File: config.mk
export PLATFORM = sky130hd
export DESIGN_NAME = ucpwm_channel
export DESIGN_NICKNAME = d
export VERILOG_FILES = /design/src/common/ucpwm_pkg.sv /design/src/hdl/ucpwm_prescaler.sv /design/src/hdl/ucpwm_channel.sv
export SDC_FILE = /design/constraint.sdc
export NUM_CORES = 1
export LEC_CHECK = 0
export BUFFER_PORTS_ARGS = -buffer_cell sky130_fd_sc_hd__buf_2
export CAP_MARGIN = 25
export CORE_MARGIN = 2
export CORE_UTILIZATION = 40
export CTS_BUF_LIST = sky130_fd_sc_hd__clkbuf_8
export DETAILED_ROUTE_END_ITERATION = 8
export PLACE_DENSITY = 0.6
export RECOVER_POWER = 100
export SKIP_LAST_GASP = 1
export SYNTH_ARGS = -nofsm -noshare
export SYNTH_HDL_FRONTEND = slang
export SYNTH_SLANG_ARGS = --single-unit
File: constraint.sdc
create_clock -name sys_clk -period 3.87 [get_ports sys_clk]
set_input_delay 0.1935 -clock sys_clk [delete_from_list [all_inputs] [get_ports sys_clk]]
set_output_delay 0.1935 -clock sys_clk [all_outputs]
set_load 0.01 [all_outputs]
File: src/common/ucpwm_pkg.sv
// package: register map, field layout, mode codes and helpers of the pwm unified channel
package ucpwm_pkg;

    // ------------------------------------------------------------
    // register offsets (byte addresses)
    // ------------------------------------------------------------
    localparam logic [7:0] UCPWM_OFS_CTRL   = 8'h00;
    localparam logic [7:0] UCPWM_OFS_DATA_A = 8'h04;
    localparam logic [7:0] UCPWM_OFS_DATA_B = 8'h08;
    localparam logic [7:0] UCPWM_OFS_COUNT  = 8'h0C;
    localparam logic [7:0] UCPWM_OFS_STATUS = 8'h10;
    localparam logic [7:0] UCPWM_OFS_DEAD   = 8'h14;

    // ------------------------------------------------------------
    // control field positions
    // ------------------------------------------------------------
    localparam int UCPWM_CTRL_MODE_LSB = 0;
    localparam int UCPWM_CTRL_PRE_LSB  = 8;
    localparam int UCPWM_CTRL_FREEZE   = 12;
    localparam int UCPWM_CTRL_DEAD_EN  = 13;
    localparam int UCPWM_CTRL_INVERT   = 14;
    localparam int UCPWM_CTRL_W        = 15;

    // status bit positions
    localparam int UCPWM_ST_WRAP       = 0;
    localparam int UCPWM_ST_BUS_FAULT  = 1;
    localparam int UCPWM_ST_DEAD_FAULT = 2;
    localparam int UCPWM_ST_RELOAD     = 3;

    // ------------------------------------------------------------
    // values after reset
    // ------------------------------------------------------------
    localparam logic [14:0] UCPWM_RST_CTRL  = 15'h0000;
    localparam logic [15:0] UCPWM_RST_DATA  = 16'h0000;
    localparam logic [15:0] UCPWM_RST_COUNT = 16'h0001;
    localparam logic [7:0]  UCPWM_RST_DEAD  = 8'h00;

    // ------------------------------------------------------------
    // mode codes
    // ------------------------------------------------------------
    localparam logic [6:0] UCPWM_MODE_FREQ_PWM_0 = 7'h58;
    localparam logic [6:0] UCPWM_MODE_FREQ_PWM_1 = 7'h5A;
    localparam logic [6:0] UCPWM_MODE_MODCNT_0   = 7'h10;
    localparam logic [6:0] UCPWM_MODE_MODCNT_1   = 7'h11;
    localparam logic [6:0] UCPWM_MODE_BMODCNT_0  = 7'h50;
    localparam logic [6:0] UCPWM_MODE_BMODCNT_1  = 7'h51;
    localparam logic [6:0] UCPWM_MODE_EDGE_PWM   = 7'h60;
    localparam logic [6:0] UCPWM_MODE_CENTER_PWM = 7'h5C;

    // wrap tracking state
    typedef enum logic [0:0] {
        UCPWM_WRAP_NONE   = 1'b0,
        UCPWM_WRAP_ACTIVE = 1'b1
    } ucpwm_wrap_t;

    // ------------------------------------------------------------
    // mode decoders
    // ------------------------------------------------------------
    function automatic logic ucpwm_is_freq(input logic [6:0] m);
        return (m == UCPWM_MODE_FREQ_PWM_0) || (m == UCPWM_MODE_FREQ_PWM_1);
    endfunction : ucpwm_is_freq

    function automatic logic ucpwm_is_modcnt(input logic [6:0] m);
        return (m == UCPWM_MODE_MODCNT_0) || (m == UCPWM_MODE_MODCNT_1);
    endfunction : ucpwm_is_modcnt

    function automatic logic ucpwm_is_bmodcnt(input logic [6:0] m);
        return (m == UCPWM_MODE_BMODCNT_0) || (m == UCPWM_MODE_BMODCNT_1);
    endfunction : ucpwm_is_bmodcnt

endpackage : ucpwm_pkg

File: src/hdl/ucpwm_prescaler.sv
// module: internal prescaler that divides the global tick by ratio plus one
`timescale 1ns/1ps
`default_nettype none

module ucpwm_prescaler
    import ucpwm_pkg::*;
#(
    parameter int PRE_W = 2
) (
    // clock and reset
    input  wire logic             sys_clk,
    input  wire logic             rst,
    input  wire logic             clkEn,
    // tick in, ratio, tick out
    input  wire logic             tickIn,
    input  wire logic [PRE_W-1:0] ratio,
    output logic                  tickOut
);

    logic [PRE_W-1:0] divCnt_q;
    logic [PRE_W-1:0] divCnt_d;
    logic             atEnd;

    assign atEnd    = (divCnt_q >= ratio);
    assign tickOut  = tickIn && atEnd;
    assign divCnt_d = atEnd ? '0 : divCnt_q + 1'b1;

    always_ff @(posedge sys_clk) begin
        if (rst) begin
            divCnt_q <= '0;
        end else if (clkEn && tickIn) begin
            divCnt_q <= divCnt_d;
        end
    end

endmodule : ucpwm_prescaler

`default_nettype wire

File: src/hdl/ucpwm_channel.sv
// module: pwm unified channel with buffered counter modes, register port and counter bus
`timescale 1ns/1ps
`default_nettype none

// Function
// - In buffered frequency pwm mode the counter counts up from one to the active b value.
// - While frozen, a write to the count register overwrites the internal counter.
// - A count placed above the active b value wraps through the full range and the output is then not guaranteed.
// - In buffered frequency pwm and buffered modulus count modes rollover returns the counter to zero, not one.
// - When the counter comes back to one after a wrap, the shadow a and b values are not moved to the active ones.
// - Buffered edge or center pwm fed by a modulus count channel whose prescaler divides by more than one malfunctions.
// - Center pwm with dead time on a buffered modulus count timebase of different prescaler malfunctions.
module ucpwm_channel
    import ucpwm_pkg::*;
#(
    parameter int CNT_W = 16,
    parameter int PRE_W = 2,
    parameter int DT_W  = 8
) (
    // clock, reset, enable
    input  wire logic             sys_clk,
    input  wire logic             rst,
    input  wire logic             clkEn,
    // register port
    input  wire logic [7:0]       regAddr,
    input  wire logic [31:0]      regWdata,
    input  wire logic             regWr,
    input  wire logic             regRd,
    output logic [31:0]           regRdata,
    // global prescaler tick
    input  wire logic             globalTick,
    // counter bus from the source channel
    input  wire logic [CNT_W-1:0] busCount,
    input  wire logic [6:0]       busSrcMode,
    input  wire logic [PRE_W-1:0] busSrcPrescale,
    input  wire logic             busSrcGlobalDiv,
    // outputs
    output logic                  pwmOut,
    output logic [CNT_W-1:0]      countOut,
    output logic                  modeFault
);

    // ------------------------------------------------------------
    // state
    // ------------------------------------------------------------
    logic [UCPWM_CTRL_W-1:0] ctrl_q;
    logic [CNT_W-1:0]        count_q, count_d;
    logic [CNT_W-1:0]        activeA_q, activeB_q;
    logic [CNT_W-1:0]        shadowA_q, shadowB_q;
    logic [DT_W-1:0]         deadTime_q;
    logic [DT_W-1:0]         deadCnt_q, deadCnt_d;
    ucpwm_wrap_t             wrap_q, wrap_d;
    logic                    reloadSeen_q;
    logic                    rawOut_q;
    logic                    pwmOut_q, pwmOut_d;
    logic                    busFault_q, deadFault_q;
    logic [31:0]             regRdata_q, regRdata_d;

    // ------------------------------------------------------------
    // decode
    // ------------------------------------------------------------
    wire logic [6:0]       mode     = ctrl_q[UCPWM_CTRL_MODE_LSB +: 7];
    wire logic [PRE_W-1:0] prescale = ctrl_q[UCPWM_CTRL_PRE_LSB +: PRE_W];
    wire logic             freeze   = ctrl_q[UCPWM_CTRL_FREEZE];
    wire logic             deadEn   = ctrl_q[UCPWM_CTRL_DEAD_EN];
    wire logic             invert   = ctrl_q[UCPWM_CTRL_INVERT];

    wire logic freqMode   = ucpwm_is_freq(mode);
    wire logic bModMode   = ucpwm_is_bmodcnt(mode);
    wire logic countMode  = freqMode || bModMode || ucpwm_is_modcnt(mode);
    wire logic edgeMode   = (mode == UCPWM_MODE_EDGE_PWM);
    wire logic centerMode = (mode == UCPWM_MODE_CENTER_PWM);
    wire logic busMode    = edgeMode || centerMode;

    wire logic wrCtrl   = regWr && (regAddr == UCPWM_OFS_CTRL);
    wire logic wrA      = regWr && (regAddr == UCPWM_OFS_DATA_A);
    wire logic wrB      = regWr && (regAddr == UCPWM_OFS_DATA_B);
    wire logic wrCount  = regWr && (regAddr == UCPWM_OFS_COUNT) && freeze;
    wire logic wrStatus = regWr && (regAddr == UCPWM_OFS_STATUS);
    wire logic wrDead   = regWr && (regAddr == UCPWM_OFS_DEAD);

    // ------------------------------------------------------------
    // prescaler
    // ------------------------------------------------------------
    logic ownTick;

    ucpwm_prescaler #(
        .PRE_W   (PRE_W)
    ) u_prescaler (
        .sys_clk (sys_clk),
        .rst     (rst),
        .clkEn   (clkEn),
        .tickIn  (globalTick),
        .ratio   (prescale),
        .tickOut (ownTick)
    );

    // ------------------------------------------------------------
    // counter
    // ------------------------------------------------------------
    wire logic step      = ownTick && !freeze && countMode && !wrCount;
    wire logic atTop     = (count_q == activeB_q);
    wire logic atZero    = (count_q == '0);
    wire logic aboveTop  = countMode && (count_q > activeB_q);
    wire logic restart   = step && atZero;
    wire logic busRestart = busMode && ownTick && (busCount == CNT_W'(1));
    wire logic reloadEn  = ((restart && (wrap_q == UCPWM_WRAP_NONE)) || busRestart) && !bModMode
                           || (restart && bModMode && (wrap_q == UCPWM_WRAP_NONE));

    always_comb begin
        count_d = count_q;
        if (wrCount) begin
            count_d = regWdata[CNT_W-1:0];
        end else if (step) begin
            if (atTop) begin
                count_d = '0;
            end else if (atZero) begin
                count_d = CNT_W'(1);
            // above top runs on to the natural wrap
            end else begin
                count_d = count_q + 1'b1;
            end
        end
    end

    // wrap tracking blocks the next reload
    assign wrap_d = aboveTop ? UCPWM_WRAP_ACTIVE
                  : (restart ? UCPWM_WRAP_NONE : wrap_q);

    // ------------------------------------------------------------
    // output waveform
    // ------------------------------------------------------------
    wire logic rawOut = freqMode   ? (count_q < activeA_q)
                      : edgeMode   ? (busCount < activeA_q)
                      : centerMode ? ((busCount >= activeA_q) && (busCount < activeB_q))
                      : 1'b0;
    wire logic rawRise = rawOut && !rawOut_q;
    wire logic deadOn  = centerMode && deadEn;

    // lead dead time holds the output off after each rising edge
    assign deadCnt_d = (deadOn && rawRise) ? deadTime_q
                     : ((ownTick && (deadCnt_q != '0)) ? deadCnt_q - 1'b1 : deadCnt_q);
    assign pwmOut_d  = (rawOut && !(deadOn && (rawRise || (deadCnt_q != '0))) ) ^ invert;

    // ------------------------------------------------------------
    // counter-bus hazards
    // ------------------------------------------------------------
    // prescaled modulus count bus
    wire logic busHazard  = busMode && ucpwm_is_modcnt(busSrcMode)
                            && ((busSrcPrescale != '0) || busSrcGlobalDiv);
    wire logic deadHazard = deadOn && ucpwm_is_bmodcnt(busSrcMode) && (busSrcPrescale != prescale);

    // ------------------------------------------------------------
    // read mux
    // ------------------------------------------------------------
    wire logic [31:0] statusWord = {28'h000_0000, reloadSeen_q, deadFault_q, busFault_q, wrap_q == UCPWM_WRAP_ACTIVE};
    wire logic [31:0] rdMux = (regAddr == UCPWM_OFS_CTRL)   ? 32'(ctrl_q)
                            : (regAddr == UCPWM_OFS_DATA_A) ? 32'(activeA_q)
                            : (regAddr == UCPWM_OFS_DATA_B) ? 32'(activeB_q)
                            : (regAddr == UCPWM_OFS_COUNT)  ? 32'(count_q)
                            : (regAddr == UCPWM_OFS_STATUS) ? statusWord
                            : (regAddr == UCPWM_OFS_DEAD)   ? 32'(deadTime_q)
                            : 32'h0000_0000;
    assign regRdata_d = regRd ? rdMux : 32'h0000_0000;

    // ------------------------------------------------------------
    // registers
    // ------------------------------------------------------------
    always_ff @(posedge sys_clk) begin
        if (rst) begin
            ctrl_q     <= UCPWM_RST_CTRL;
            deadTime_q <= UCPWM_RST_DEAD;
            shadowA_q  <= CNT_W'(UCPWM_RST_DATA);
            shadowB_q  <= CNT_W'(UCPWM_RST_DATA);
            regRdata_q <= 32'h0000_0000;
        end else if (clkEn) begin
            if (wrCtrl) ctrl_q <= regWdata[UCPWM_CTRL_W-1:0];
            if (wrDead) deadTime_q <= regWdata[DT_W-1:0];
            if (wrA) shadowA_q <= regWdata[CNT_W-1:0];
            if (wrB) shadowB_q <= regWdata[CNT_W-1:0];
            regRdata_q <= regRdata_d;
        end
    end

    always_ff @(posedge sys_clk) begin
        if (rst) begin
            count_q   <= CNT_W'(UCPWM_RST_COUNT);
            wrap_q    <= UCPWM_WRAP_NONE;
            activeA_q <= CNT_W'(UCPWM_RST_DATA);
            activeB_q <= CNT_W'(UCPWM_RST_DATA);
        end else if (clkEn) begin
            count_q <= count_d;
            wrap_q  <= wrap_d;
            if (reloadEn) begin
                activeA_q <= shadowA_q;
                activeB_q <= shadowB_q;
            end
        end
    end

    always_ff @(posedge sys_clk) begin
        if (rst) begin
            deadCnt_q    <= '0;
            rawOut_q     <= 1'b0;
            pwmOut_q     <= 1'b0;
            busFault_q   <= 1'b0;
            deadFault_q  <= 1'b0;
            reloadSeen_q <= 1'b0;
        end else if (clkEn) begin
            deadCnt_q   <= deadCnt_d;
            rawOut_q    <= rawOut;
            pwmOut_q    <= pwmOut_d;
            busFault_q  <= busHazard;
            deadFault_q <= deadHazard;
            // sticky, write one to clear, a new reload wins
            reloadSeen_q <= reloadEn || (reloadSeen_q && !(wrStatus && regWdata[UCPWM_ST_RELOAD]));
        end
    end

    assign regRdata  = regRdata_q;
    assign pwmOut    = pwmOut_q;
    assign countOut  = count_q;
    assign modeFault = busFault_q || deadFault_q;
endmodule : ucpwm_channel

`default_nettype wire

==> impl_metrics.tcl <==
set metrics [dict create \
    status "finished with violations" \
    violations "max-capacitance violations, max-slew violations" \
    relSlewSlack_pct -0.911 \
    n_fill_cell 1998 \
    setup_viol 0 \
    grt_overflow 0 \
    maxCapViolCount 1 \
    synthCells 955 \
    place_congestion 0.932 \
    synth.top_cell.area_share_pct 34.0 \
    ant_nets 0 \
    cts_made_buffers 17 \
    wl_met3_um 2120 \
    antenna_cells 0 \
    peakVddDrop_uv 191 \
    vias 7368 \
    drc 0 \
    routedWlPerCell_um 19.6 \
    grt_antenna_before_repair 0 \
    ys_warn_count 0 \
    synth_edf_count 0 \
    dieArea_um2 21000 \
    start_kind "input pin" \
    grt_pass1_vias 6810 \
    rr_worst_depth 9 \
    cp-end-kind "flip-flop" \
    layout_common_cells "135 x dfxtp_1, 117 x nor2_1, 107 x nand2_1, 79 x a21oi_1, 68 x ha_1" \
    grt_max_degree 85 \
    hold_ws_ps 32.1 \
    hold_violations 0 \
    port-buffer-count 88 \
    viasPerCell 5.65 \
    fmax_mhz 286 \
    dieWidth_um 145 \
    cts_max_level 4 \
    maxSlewViolCount 9 \
    highest_layer "met4" \
    hpwl_um 18900 \
    min_path_type "input pin to flip-flop" \
    num_rows 51 \
    final.setup.tns_ps 0 \
    worst_pin_slew_ps 1500 \
    hold_buffers 1 \
    pwr_density_cell_nw_per_um2 370 \
    path_class "input pin to flip-flop" \
    syn2layout_area_growth_pct 12.8 \
    cts-root-buf "clkbuf_8" \
    finalCritPeriodShare_pct 90.3 \
    worstHoldPathCells 3 \
    start_util_pct 40.8 \
    die_h_um 145 \
    ys_async_sr_fraction_pct 0 \
    clock_latency_ps 460 \
    wl_met2_um 10900 \
    ys_ff_latch 135 \
    clock_skew_ps 21.0 \
    final_nets 1167 \
    synth_top_area_cell "dfxtp_1" \
    synth-seq-area-share_pct 34.0 \
    final_common_cell "dfxtp_1" \
    clockBufferDepth 2 \
    final-seq-area_um2 2700 \
    drive_above_1_share_pct 11.7 \
    track_usage_pct 24.4 \
    synth.area.top_cells "dfxtp_1 34%, ha_1 11%, mux2i_1 7.9%, nor2_1 5.5%, nand2_1 5.0%" \
    first_pass_iters 5 \
    synthFlopType "dfxtp_1" \
    cts_sinks 135 \
    io_pins 122 \
    finalCriticalPeriod_ps 3490 \
    required_ps 4200 \
    post-cts-setup-buffers 0 \
    avgSynthCellArea_um2 8.34 \
    leakage_nw 3.57 \
    yosysUniqueCellTypes 69 \
    drt-initial-drc-count 687 \
    wirelength_um 25600 \
    wl_met1_um 12000 \
    tritoncts "done" \
    synthesis.area_um2 7960 \
    post_cts_resized 0 \
    cp.arrival_ps 3830 \
    path_max_fanout 11 \
    fp.coreArea_um2 19500 \
    path_clk_slew_ps 80 \
    rsz0062_at_grt "false" \
    grt_pass1_wl_um 39800 \
    multi_input_area_um2 4780 \
]
==> final cells by class <==
cell class	instances	share of cell area (%)
Multi-Input combinational cell	724	53.2
Sequential cell	135	30.1
Timing Repair Buffer	106	5.92
Tap cell	265	3.69
Clock buffer	20	3.07
Clock inverter	12	2.19
Inverter	43	1.80
==> cells by family (layout without fill, tap and decap cells) <==
group                      Yosys count  count (layout)  synth area share (%)
xor gates and xnor gates             4               4                 0.440
AOI/OAI and AO/OA                  218             218                  17.5
other                                1              16                0.0471
buffers and inverters              111             181                  6.40
adders and majority gates           68              68                  10.7
DFF                                135             135                  34.0
muxes                               71              71                  10.0
and+or+nand+nor                    347             347                  20.9
==> sequential cells by signal (all words and copies together), names as in the netlist <==
| signal | count |
|---|---|
| busFault_q | 1 |
| deadCnt_q | 8 |
| u_prescaler.divCnt_q | 2 |
| reloadSeen_q | 1 |
| shadowB_q | 16 |
| ctrl_q | 15 |
| pwmOut | 1 |
| shadowA_q | 16 |
| regRdata | 16 |
| wrap_q | 1 |
| activeA_q | 16 |
| deadTime_q | 8 |
| rawOut_q | 1 |
| activeB_q | 16 |
| deadFault_q | 1 |
| countOut | 16 |
==> path summary, 6_finish.rpt <==
check / start / to / slack [ps]
max reg2reg: activeB_q[6]$_SDFFE_PP0P_ / deadCnt_q[4]$_SDFFE_PP0P_ / 800
max: regAddr[0] / ctrl_q[10]$_SDFFE_PP0P_ / 380
min reg2reg: shadowA_q[12]$_SDFFE_PP0P_ / shadowA_q[12]$_SDFFE_PP0P_ / 460
min: regWdata[9] / shadowB_q[9]$_SDFFE_PP0P_ / 30
==> worst max-delay path: stages <==
cell and delay, ps:
buf_2 90, or4_1 590, nor3_1 190, clkbuf_1 510
nand2b_1 310, nor3_1 1240, buf_4 400, mux2i_1 220
nor2_1 60
==> cells in the mapped netlist (7+ instances only) <==
| cell | instances |
|---|---|
| a211oi_1 | 14 |
| a21o_1 | 10 |
| a21oi_1 | 79 |
| a22oi_1 | 22 |
| and3_1 | 13 |
| buf_2 | 11 |
| buf_4 | 17 |
| clkbuf_1 | 35 |
| dfxtp_1 | 135 |
| ha_1 | 68 |
| inv_1 | 43 |
| mux2i_1 | 63 |
| mux4_2 | 7 |
| nand2_1 | 107 |
| nand2b_1 | 8 |
| nand3_1 | 16 |
| nand4_1 | 14 |
| nor2_1 | 116 |
| nor3_1 | 17 |
| nor4_1 | 10 |
| o21ai_0 | 39 |
==> metrics by stage <==
stage	area [um^2]	utilization [%]	total power [mW]	setup WS, ps	cells
5_1_grt	8980	46.0	3.47	314	1305
3_3_place_gp	8560	43.9	1.96	944	1271
3_5_place_dp	8580	44.0	1.96	913	1272
6_report	8980	46.0	3.32	377	1305
2_1_floorplan	8020	-	1.86	1370	970
4_1_cts	9070	46.4	3.35	867	1305
==> power by group <==
group / internal, mW / total (mW) / switching (mW)
Sequential: 1.42 / 1.45 / 0.0316
Clock: 0.817 / 1.40 / 0.579
Combinational: 0.204 / 0.475 / 0.271
Total: 2.44 / 3.32 / 0.881
==> metal layers <==
| layer | GRT usage (%) | vias to the layer above |
|---|---|---|
| met2 | 36.1 | 320 |
| met1 | 35.6 | 3471 |
| met3 | 5.03 | 42 |
| li1 | - | 3535 |
| met4 | 7.60 | 0 |
| met5 | 0 | - |
Power figures use the tool's default switching activity.
